--- src/lbc_pkg.sv ---
package lbc_pkg;
  localparam int unsigned WORD_W = 32;
  localparam int unsigned CNT_W = 6;
  localparam int unsigned REG_W = 5;
  localparam logic [5:0] OPC_SECONDARY_GROUP = 6'h1c;
  localparam logic [5:0] OPC_PRIMARY_ZERO = 6'h00;
  localparam logic [5:0] FN_OLD_ONES = 6'h21;
  localparam logic [5:0] FN_OLD_ZEROS = 6'h20;
  localparam logic [5:0] FN_NEW_ONES = 6'h11;
  localparam logic [5:0] FN_NEW_ZEROS = 6'h10;
  localparam logic [4:0] NEW_SECOND_FIELD = 5'h00;
  localparam logic [4:0] NEW_SHAMT_FIELD = 5'h01;
  localparam logic [4:0] OLD_SHAMT_FIELD = 5'h00;
  localparam logic [CNT_W-1:0] FULL_COUNT = 6'h20;
  localparam int unsigned OPC_HI = 31;
  localparam int unsigned OPC_LO = 26;
  localparam int unsigned SRC_HI = 25;
  localparam int unsigned SRC_LO = 21;
  localparam int unsigned SECOND_HI = 20;
  localparam int unsigned SECOND_LO = 16;
  localparam int unsigned RD_HI = 15;
  localparam int unsigned RD_LO = 11;
  localparam int unsigned SA_HI = 10;
  localparam int unsigned SA_LO = 6;
  localparam int unsigned FN_HI = 5;
  localparam int unsigned FN_LO = 0;
  localparam logic [WORD_W-1:0] RESULT_RESET = 32'h0000_0000;
  localparam logic [REG_W-1:0] DEST_RESET = 5'h00;
endpackage

--- src/leading_bit_counter.sv ---
`timescale 1ns/1ps
// Function
// - Leading ones are counted from bit 31 down until the first clear bit.
// - An all-ones operand gives a leading-ones count of 32.
// - Leading zeros are counted from bit 31 down until the first set bit.
// - An all-zero operand gives a leading-zeros count of 32.
// - Older encoding: opcode 011100 with function 100001 is ones, 100000 is zeros.
// - Newer encoding: opcode 000000 with function 010001 is ones, 010000 is zeros.
// - Newer encoding needs bits 20..16 equal 00000 and bits 10..6 equal 00001.
module leading_bit_counter
  import lbc_pkg::*;
(
  // Clock and reset
  input wire logic clk,
  input wire logic rst,
  // Issue from decode
  input wire logic issue_valid,
  input wire logic [lbc_pkg::WORD_W-1:0] instr,
  input wire logic [lbc_pkg::WORD_W-1:0] general_register_src,
  // Decode outcome
  output logic accepted,
  // Write-back
  output logic result_valid_reg,
  output logic [lbc_pkg::REG_W-1:0] result_dest_reg,
  output logic [lbc_pkg::WORD_W-1:0] result_data_reg
);
  import lbc_pkg::*;

  logic [lbc_pkg::CNT_W-1:0] lead_zero_count;
  logic [lbc_pkg::WORD_W-1:0] scan_word;
  logic [5:0] opcode;
  logic [5:0] func;
  logic [4:0] second_reg_field;
  logic [4:0] shamt_field;
  logic [4:0] dest_field;
  logic old_form;
  logic new_form;
  logic count_leading_ones_op;
  logic count_leading_zeros_op;

  assign opcode = instr[OPC_HI:OPC_LO];
  assign func = instr[FN_HI:FN_LO];
  assign second_reg_field = instr[SECOND_HI:SECOND_LO];
  assign shamt_field = instr[SA_HI:SA_LO];
  assign dest_field = instr[RD_HI:RD_LO];

  // Older form ignores a mismatched second-source field; the issuer keeps it equal.
  assign old_form = (opcode == OPC_SECONDARY_GROUP) && (shamt_field == OLD_SHAMT_FIELD);
  assign new_form = (opcode == OPC_PRIMARY_ZERO) && (second_reg_field == NEW_SECOND_FIELD)
    && (shamt_field == NEW_SHAMT_FIELD);
  assign count_leading_ones_op = (old_form && func == FN_OLD_ONES)
    || (new_form && func == FN_NEW_ONES);
  assign count_leading_zeros_op = (old_form && func == FN_OLD_ZEROS)
    || (new_form && func == FN_NEW_ZEROS);
  assign accepted = issue_valid && (count_leading_ones_op || count_leading_zeros_op);

  // One shared counter: leading ones of x are leading zeros of ~x.
  assign scan_word = count_leading_ones_op ? ~general_register_src : general_register_src;

  lead_count u_count (
    .word(scan_word),
    .count(lead_zero_count)
  );

  // Results hold until the next accepted count, so a stalled write-back can read them again.
  always_ff @(posedge clk)
  begin
    if (rst)
    begin
      result_valid_reg <= 1'b0;
      result_dest_reg <= DEST_RESET;
      result_data_reg <= RESULT_RESET;
    end
    else
    begin
      result_valid_reg <= accepted;
      if (accepted)
      begin
        result_dest_reg <= dest_field;
        result_data_reg <= {{(WORD_W-CNT_W){1'b0}}, lead_zero_count};
      end
    end
  end

  // Reference count for checking, written independently of the shared counter.
  function automatic logic [CNT_W-1:0] ref_count(input logic [WORD_W-1:0] w, input logic ones);
    logic [CNT_W-1:0] c;
    logic done;
    c = FULL_COUNT;
    done = 1'b0;
    for (int i = WORD_W - 1; i >= 0; i--)
    begin
      if (!done && (w[i] != ones))
      begin
        c = CNT_W'(WORD_W - 1 - i);
        done = 1'b1;
      end
    end
    return c;
  endfunction

  property p_ones_count;
    @(posedge clk) disable iff (rst)
    (accepted && count_leading_ones_op) |=> result_data_reg ==
      {{(WORD_W-CNT_W){1'b0}}, ref_count($past(general_register_src), 1'b1)};
  endproperty
  a_ones_count: assert property (p_ones_count) else $error("leading ones count wrong");

  property p_ones_full;
    @(posedge clk) disable iff (rst)
    (accepted && count_leading_ones_op && &general_register_src) |=> result_data_reg == 32'h20;
  endproperty
  a_ones_full: assert property (p_ones_full) else $error("all ones not 32");

  property p_zeros_count;
    @(posedge clk) disable iff (rst)
    (accepted && count_leading_zeros_op) |=> result_data_reg ==
      {{(WORD_W-CNT_W){1'b0}}, ref_count($past(general_register_src), 1'b0)};
  endproperty
  a_zeros_count: assert property (p_zeros_count) else $error("leading zeros count wrong");

  property p_zeros_full;
    @(posedge clk) disable iff (rst)
    (accepted && count_leading_zeros_op && general_register_src == 32'h0) |=>
      result_data_reg == 32'h20;
  endproperty
  a_zeros_full: assert property (p_zeros_full) else $error("all zeros not 32");

  property p_old_decode;
    @(posedge clk) disable iff (rst)
    (issue_valid && opcode == 6'h1c && shamt_field == 5'h00 && (func == 6'h21 || func == 6'h20))
      |-> accepted ##1 result_valid_reg;
  endproperty
  a_old_decode: assert property (p_old_decode) else $error("older form not taken");

  property p_new_decode;
    @(posedge clk) disable iff (rst)
    (issue_valid && opcode == 6'h00 && second_reg_field == 5'h00 && shamt_field == 5'h01
      && (func == 6'h11 || func == 6'h10)) |-> accepted ##1 result_valid_reg;
  endproperty
  a_new_decode: assert property (p_new_decode) else $error("newer form not taken");

  property p_new_fields;
    @(posedge clk) disable iff (rst)
    (issue_valid && opcode == 6'h00 && (second_reg_field != 5'h00 || shamt_field != 5'h01))
      |-> !accepted ##1 !result_valid_reg;
  endproperty
  a_new_fields: assert property (p_new_fields) else $error("bad fixed fields taken");

  property p_range;
    @(posedge clk) disable iff (rst)
    result_valid_reg |-> (result_data_reg <= 32'h20) && $past(accepted);
  endproperty
  a_range: assert property (p_range) else $error("result out of range");

  property p_dest;
    @(posedge clk) disable iff (rst)
    accepted |=> result_dest_reg == $past(dest_field);
  endproperty
  a_dest: assert property (p_dest) else $error("destination field lost");

  property p_idle_refused;
    @(posedge clk) disable iff (rst)
    !issue_valid |-> !accepted;
  endproperty
  a_idle_refused: assert property (p_idle_refused) else $error("taken without issue");

  property p_valid_set;
    @(posedge clk) disable iff (rst)
    accepted |=> result_valid_reg;
  endproperty
  a_valid_set: assert property (p_valid_set) else $error("result pulse missing");

  property p_valid_clear;
    @(posedge clk) disable iff (rst)
    !accepted |=> !result_valid_reg;
  endproperty
  a_valid_clear: assert property (p_valid_clear) else $error("pulse without issue");

  // A refused word must not disturb the last result, since no exception reports it.
  property p_hold_data;
    @(posedge clk) disable iff (rst)
    !accepted |=> $stable(result_data_reg);
  endproperty
  a_hold_data: assert property (p_hold_data) else $error("result changed on refusal");

  property p_hold_dest;
    @(posedge clk) disable iff (rst)
    !accepted |=> $stable(result_dest_reg);
  endproperty
  a_hold_dest: assert property (p_hold_dest) else $error("destination changed");

  property p_ones_none;
    @(posedge clk) disable iff (rst)
    (accepted && count_leading_ones_op && !general_register_src[31])
      |=> result_data_reg == 32'h0;
  endproperty
  a_ones_none: assert property (p_ones_none) else $error("clear top bit not 0");

  property p_ones_one;
    @(posedge clk) disable iff (rst)
    (accepted && count_leading_ones_op && general_register_src[31:30] == 2'b10)
      |=> result_data_reg == 32'h1;
  endproperty
  a_ones_one: assert property (p_ones_one) else $error("single leading one not 1");

  property p_zeros_none;
    @(posedge clk) disable iff (rst)
    (accepted && count_leading_zeros_op && general_register_src[31])
      |=> result_data_reg == 32'h0;
  endproperty
  a_zeros_none: assert property (p_zeros_none) else $error("set top bit not 0");

  property p_zeros_one;
    @(posedge clk) disable iff (rst)
    (accepted && count_leading_zeros_op && general_register_src[31:30] == 2'b01)
      |=> result_data_reg == 32'h1;
  endproperty
  a_zeros_one: assert property (p_zeros_one) else $error("single leading zero not 1");

  // No disable here: the cleared state after reset is itself what is checked.
  property p_reset_clear;
    @(posedge clk)
    rst |=> !result_valid_reg && result_data_reg == 32'h0 && result_dest_reg == 5'h00;
  endproperty
  a_reset_clear: assert property (p_reset_clear) else $error("reset state wrong");

  c_ones: cover property (@(posedge clk) disable iff (rst) accepted && count_leading_ones_op);
  c_zeros: cover property (@(posedge clk) disable iff (rst) accepted && count_leading_zeros_op);
  c_full: cover property (@(posedge clk) disable iff (rst) result_data_reg == 32'h20);
  c_b2b: cover property (@(posedge clk) disable iff (rst) accepted ##1 accepted);
  c_refused: cover property (@(posedge clk) disable iff (rst) issue_valid && !accepted);
endmodule

--- src/lead_count.sv ---
`timescale 1ns/1ps
// Combinational leading-zero counter; ones are counted by inverting first.
module lead_count
  import lbc_pkg::*;
(
  // Operand and count
  input wire logic [lbc_pkg::WORD_W-1:0] word,
  output logic [lbc_pkg::CNT_W-1:0] count
);
  import lbc_pkg::*;

  logic [lbc_pkg::WORD_W:0] found;
  logic [lbc_pkg::CNT_W-1:0] partial [0:lbc_pkg::WORD_W];

  assign found[0] = 1'b0;
  assign partial[0] = FULL_COUNT;

  // Scan from bit 31 down; the first set bit freezes the count at 31 - i.
  genvar g;
  generate
    for (g = 0; g < WORD_W; g = g + 1)
    begin : g_scan
      localparam int unsigned BIT = WORD_W - 1 - g;
      assign found[g+1] = found[g] | word[BIT];
      assign partial[g+1] = (!found[g] && word[BIT]) ? CNT_W'(g) : partial[g];
    end
  endgenerate

  assign count = partial[WORD_W];
endmodule

--- config.mk ---
export PLATFORM = sky130hd
export DESIGN_NAME = leading_bit_counter
export DESIGN_NICKNAME = d
export VERILOG_FILES = /design/src/lbc_pkg.sv /design/src/leading_bit_counter.sv /design/src/lead_count.sv
export SDC_FILE = /design/constraint.sdc
export NUM_CORES = 1
export LEC_CHECK = 0
export BUFFER_PORTS_ARGS = -buffer_cell sky130_fd_sc_hd__buf_2
export CAP_MARGIN = 0
export CELL_PAD_IN_SITES_DETAIL_PLACEMENT = 0
export CELL_PAD_IN_SITES_GLOBAL_PLACEMENT = 1
export CORE_ASPECT_RATIO = 0.9
export CORE_MARGIN = 10
export CORE_UTILIZATION = 31
export CTS_CLUSTER_DIAMETER = 80
export DETAILED_ROUTE_END_ITERATION = 8
export GPL_TIMING_DRIVEN = 1
export PLACE_DENSITY = 0.95
export SETUP_SLACK_MARGIN = 0.15
export SLEW_MARGIN = 20
export SYNTH_ARGS = -nofsm -noshare
export SYNTH_HDL_FRONTEND = slang
export SYNTH_SLANG_ARGS = --single-unit
--- constraint.sdc ---
create_clock -name clk -period 6.8 [get_ports clk]
set_input_delay 2.04 -clock clk [delete_from_list [all_inputs] [get_ports clk]]
set_output_delay 2.04 -clock clk [all_outputs]
set_load 0.005 [all_outputs]
==> flow_metrics.env <==
export IMPL_cp_max_fo=3
export IMPL_layoutNonFillerInstCount=386
export IMPL_synth_top_area_share_pct=14.2
export IMPL_pwr_share_seq_pct=36.8
export IMPL_hp_class="flop to flop"
export IMPL_htreeDepth=1
export IMPL_slew_viol_final=0
export IMPL_rsz0062_at_grt="no"
export IMPL_multi_input_area_um2=1260
export IMPL_dpl_hpwl_um=4640
export IMPL_stdcell_area_um2=2050
export IMPL_drt_pass1_iter_count=4
export IMPL_ys_ff_latch=12
export IMPL_grt_pass1_vias=1930
export IMPL_cts_resized=0
export IMPL_die_width_um=97.9
export IMPL_reg2regPathDepth=2
export IMPL_crit_required_ns=4.76
export IMPL_p_comb_share_pct=30.2
export IMPL_final_common_cell="buf_2"
export IMPL_fp_row_count=25
export IMPL_yosysSeqAreaShare_pct=14.2
export IMPL_wl_per_cell_um=14.2
export IMPL_viasPerCell=5.10
export IMPL_area_delta_synth_final_pct=21.0
export IMPL_cts_hold_buffers=0
export IMPL_drtIter0Drc=117
export IMPL_ios=106
export IMPL_overflow=0
export IMPL_setup_slack_ns=1.71
export IMPL_cts_tree="yes"
export IMPL_drive_gt1_share_pct=27.6
export IMPL_ys_flop_type="dfxtp_1"
export IMPL_path_cells="buf_2 -> nor4_1 -> and4_1 -> and3_1 -> buf_2"
export IMPL_period_minus_slack_ns=5.09
export IMPL_power_mw=0.191
export IMPL_drv_cap=0
export IMPL_synth_top_area_cell="dfxtp_1"
export IMPL_antenna_found_initial=0
export IMPL_final_cell_mix="buf_2, nand2_1, conb_1"
export IMPL_synth_adder_area_share_pct=0
export IMPL_synth_distinct_cells=52
export IMPL_clockBufferDepth=2
export IMPL_synth_edf_count=0
export IMPL_synth_simple_area_share_pct=43.5
export IMPL_root_buffer="clkbuf_8"
export IMPL_core_area_um2=5290
export IMPL_cts_made_buffers=3
export IMPL_internal_power_mw=0.132
export IMPL_start_util_pct=32.0
export IMPL_arrival_ns=3.05
export IMPL_power_density_nw_per_um2=93.3
export IMPL_tightest_slew_ns=0.802
export IMPL_track_usage_pct=11.3
export IMPL_worst_ir_drop_vdd_mv=0.0444
export IMPL_status="completed"
export IMPL_fillers=562
export IMPL_syn_area_um2=1690
export IMPL_grt_pass1_wl_um=8760
export IMPL_worstSkewPairLatency_ns=0.23
export IMPL_drtAntennaViolNets=0
export IMPL_synth_mux_area_share_pct=3.62
export IMPL_num_vias=1970
export IMPL_synth_top_family_by_area="simple AND/OR/NAND/NOR gates"
export IMPL_leakage_nw=0.919
export IMPL_critical_path_class="input port to primary output"
export IMPL_numClockSinks=12
export IMPL_avgSynthCellArea_um2=6.72
export IMPL_setup_tns_ns=0
export IMPL_port_buffers=74
export IMPL_hold_viol_final=0
export IMPL_synth_compound_area_share_pct=21.6
export IMPL_setup_violations=0
export IMPL_synth_area_leaders="dfxtp_1, buf_4, nand2_1"
export IMPL_synthCells=252
export IMPL_slew_headroom_pct=46.2
export IMPL_die_area_um2=8830
export IMPL_cp_start_kind="input port"
export IMPL_largest_reg_flops=6
export IMPL_drc_errors=0
export IMPL_async_flop_share_pct=0
export IMPL_nNetsFinal=388
export IMPL_clkTransAtPathRegs_ns=0.05
export IMPL_max_freq_mhz=197
export IMPL_period_share_pct=74.8
export IMPL_yosys_warnings=0
export IMPL_antenna_cells=0
export IMPL_cp_end_kind="primary output"
export IMPL_switching_share_pct=30.9
export IMPL_path_common_cell="buf_2"
export IMPL_whs_path_depth=2
export IMPL_placedInstanceArea_um2=2010
export IMPL_cp_slowest_cell="nor4_1"
export IMPL_fin_skew_ns=0
export IMPL_die_y_um=90.1
export IMPL_cp_slowest_stage_delay_ns=0.35
export IMPL_routed_wl_um=5480
export IMPL_dp_slack_ns=1.69
export IMPL_synth_xor_area_share_pct=0
export IMPL_pwr_share_clk_pct=33.0
export IMPL_dp_cells=383
export IMPL_globalplace_congestion=0.864
export IMPL_p_switching_mw=0.0590
export IMPL_seq_area_um2=240
export IMPL_timing_hold_ws_ns=0.443
export IMPL_grt_max_degree=32
export IMPL_finish_utilization_pct=38.8
export IMPL_cts_setup_buffers=0
-- power by group through the flow --
| stage | clock (mW) | sequential [mW] | combinational [mW] |
|---|---|---|---|
| floorplan | 0 | 0.0719 | 0.0373 |
| global placement | 0 | 0.0719 | 0.0553 |
| finish | 0.0631 | 0.0704 | 0.0578 |
| detailed placement | 0 | 0.0719 | 0.0567 |
| CTS | 0.0635 | 0.0704 | 0.0569 |
| global route | 0.0692 | 0.0703 | 0.0660 |
-- final cells by class --
| cell class | instances | share of cell area, % |
|---|---|---|
| inverter | 12 | 2.20 |
| tap | 67 | 4.09 |
| timing repair buffer | 75 | 18.4 |
| multi-input combinational | 217 | 61.6 |
| clock buffer | 3 | 2.01 |
| sequential | 12 | 11.7 |
-- cell families (layout without fill, tap and decap cells) --
logic type,count (synthesis),count (layout)
buffers and inverters,48,90
DFF,12,12
other,1,26
AOI/OAI and AO/OA,56,56
and+or+nand+nor,129,129
muxes,6,6
-- final timing paths --
kind	start	end	slack, ns
max	instr[7]	accepted	1.71
min reg2reg	result_data_reg[5]	result_data_reg[5]	0.44
min	result_data_reg[5]	result_data_reg[5]	0.44
max reg2reg	result_data_reg[2]	result_data_reg[2]	6.16
-- layer usage --
metal | vias to the layer above | wire [um] | global-route usage [%]
met5 | - | 0 | 0
met4 | 0 | 89 | 4.12
met3 | 8 | 350 | 2.83
met2 | 74 | 2660 | 19.3
met1 | 871 | 2370 | 13.1
li1 | 1017 | - | -
-- worst max-delay path: cells and delay by family --
family | cells | cell delay, ns
buffers and inverters | 2 | 0.20
AND/OR/NAND/NOR | 3 | 0.79
-- cells in the mapped netlist (all sizes together), types with 3 or more instances --
master	n
nand4	8
inv	12
or3	5
nor2	23
o21bai	3
nor4	10
nand3	18
and3	4
a211oi	5
nor3b	3
or4	4
o21ai	12
nor2b	4
clkbuf	5
nor3	10
mux2i	5
nand2	29
buf	31
a21oi	19
dfxtp	12
Power figures use the tool's default switching activity.
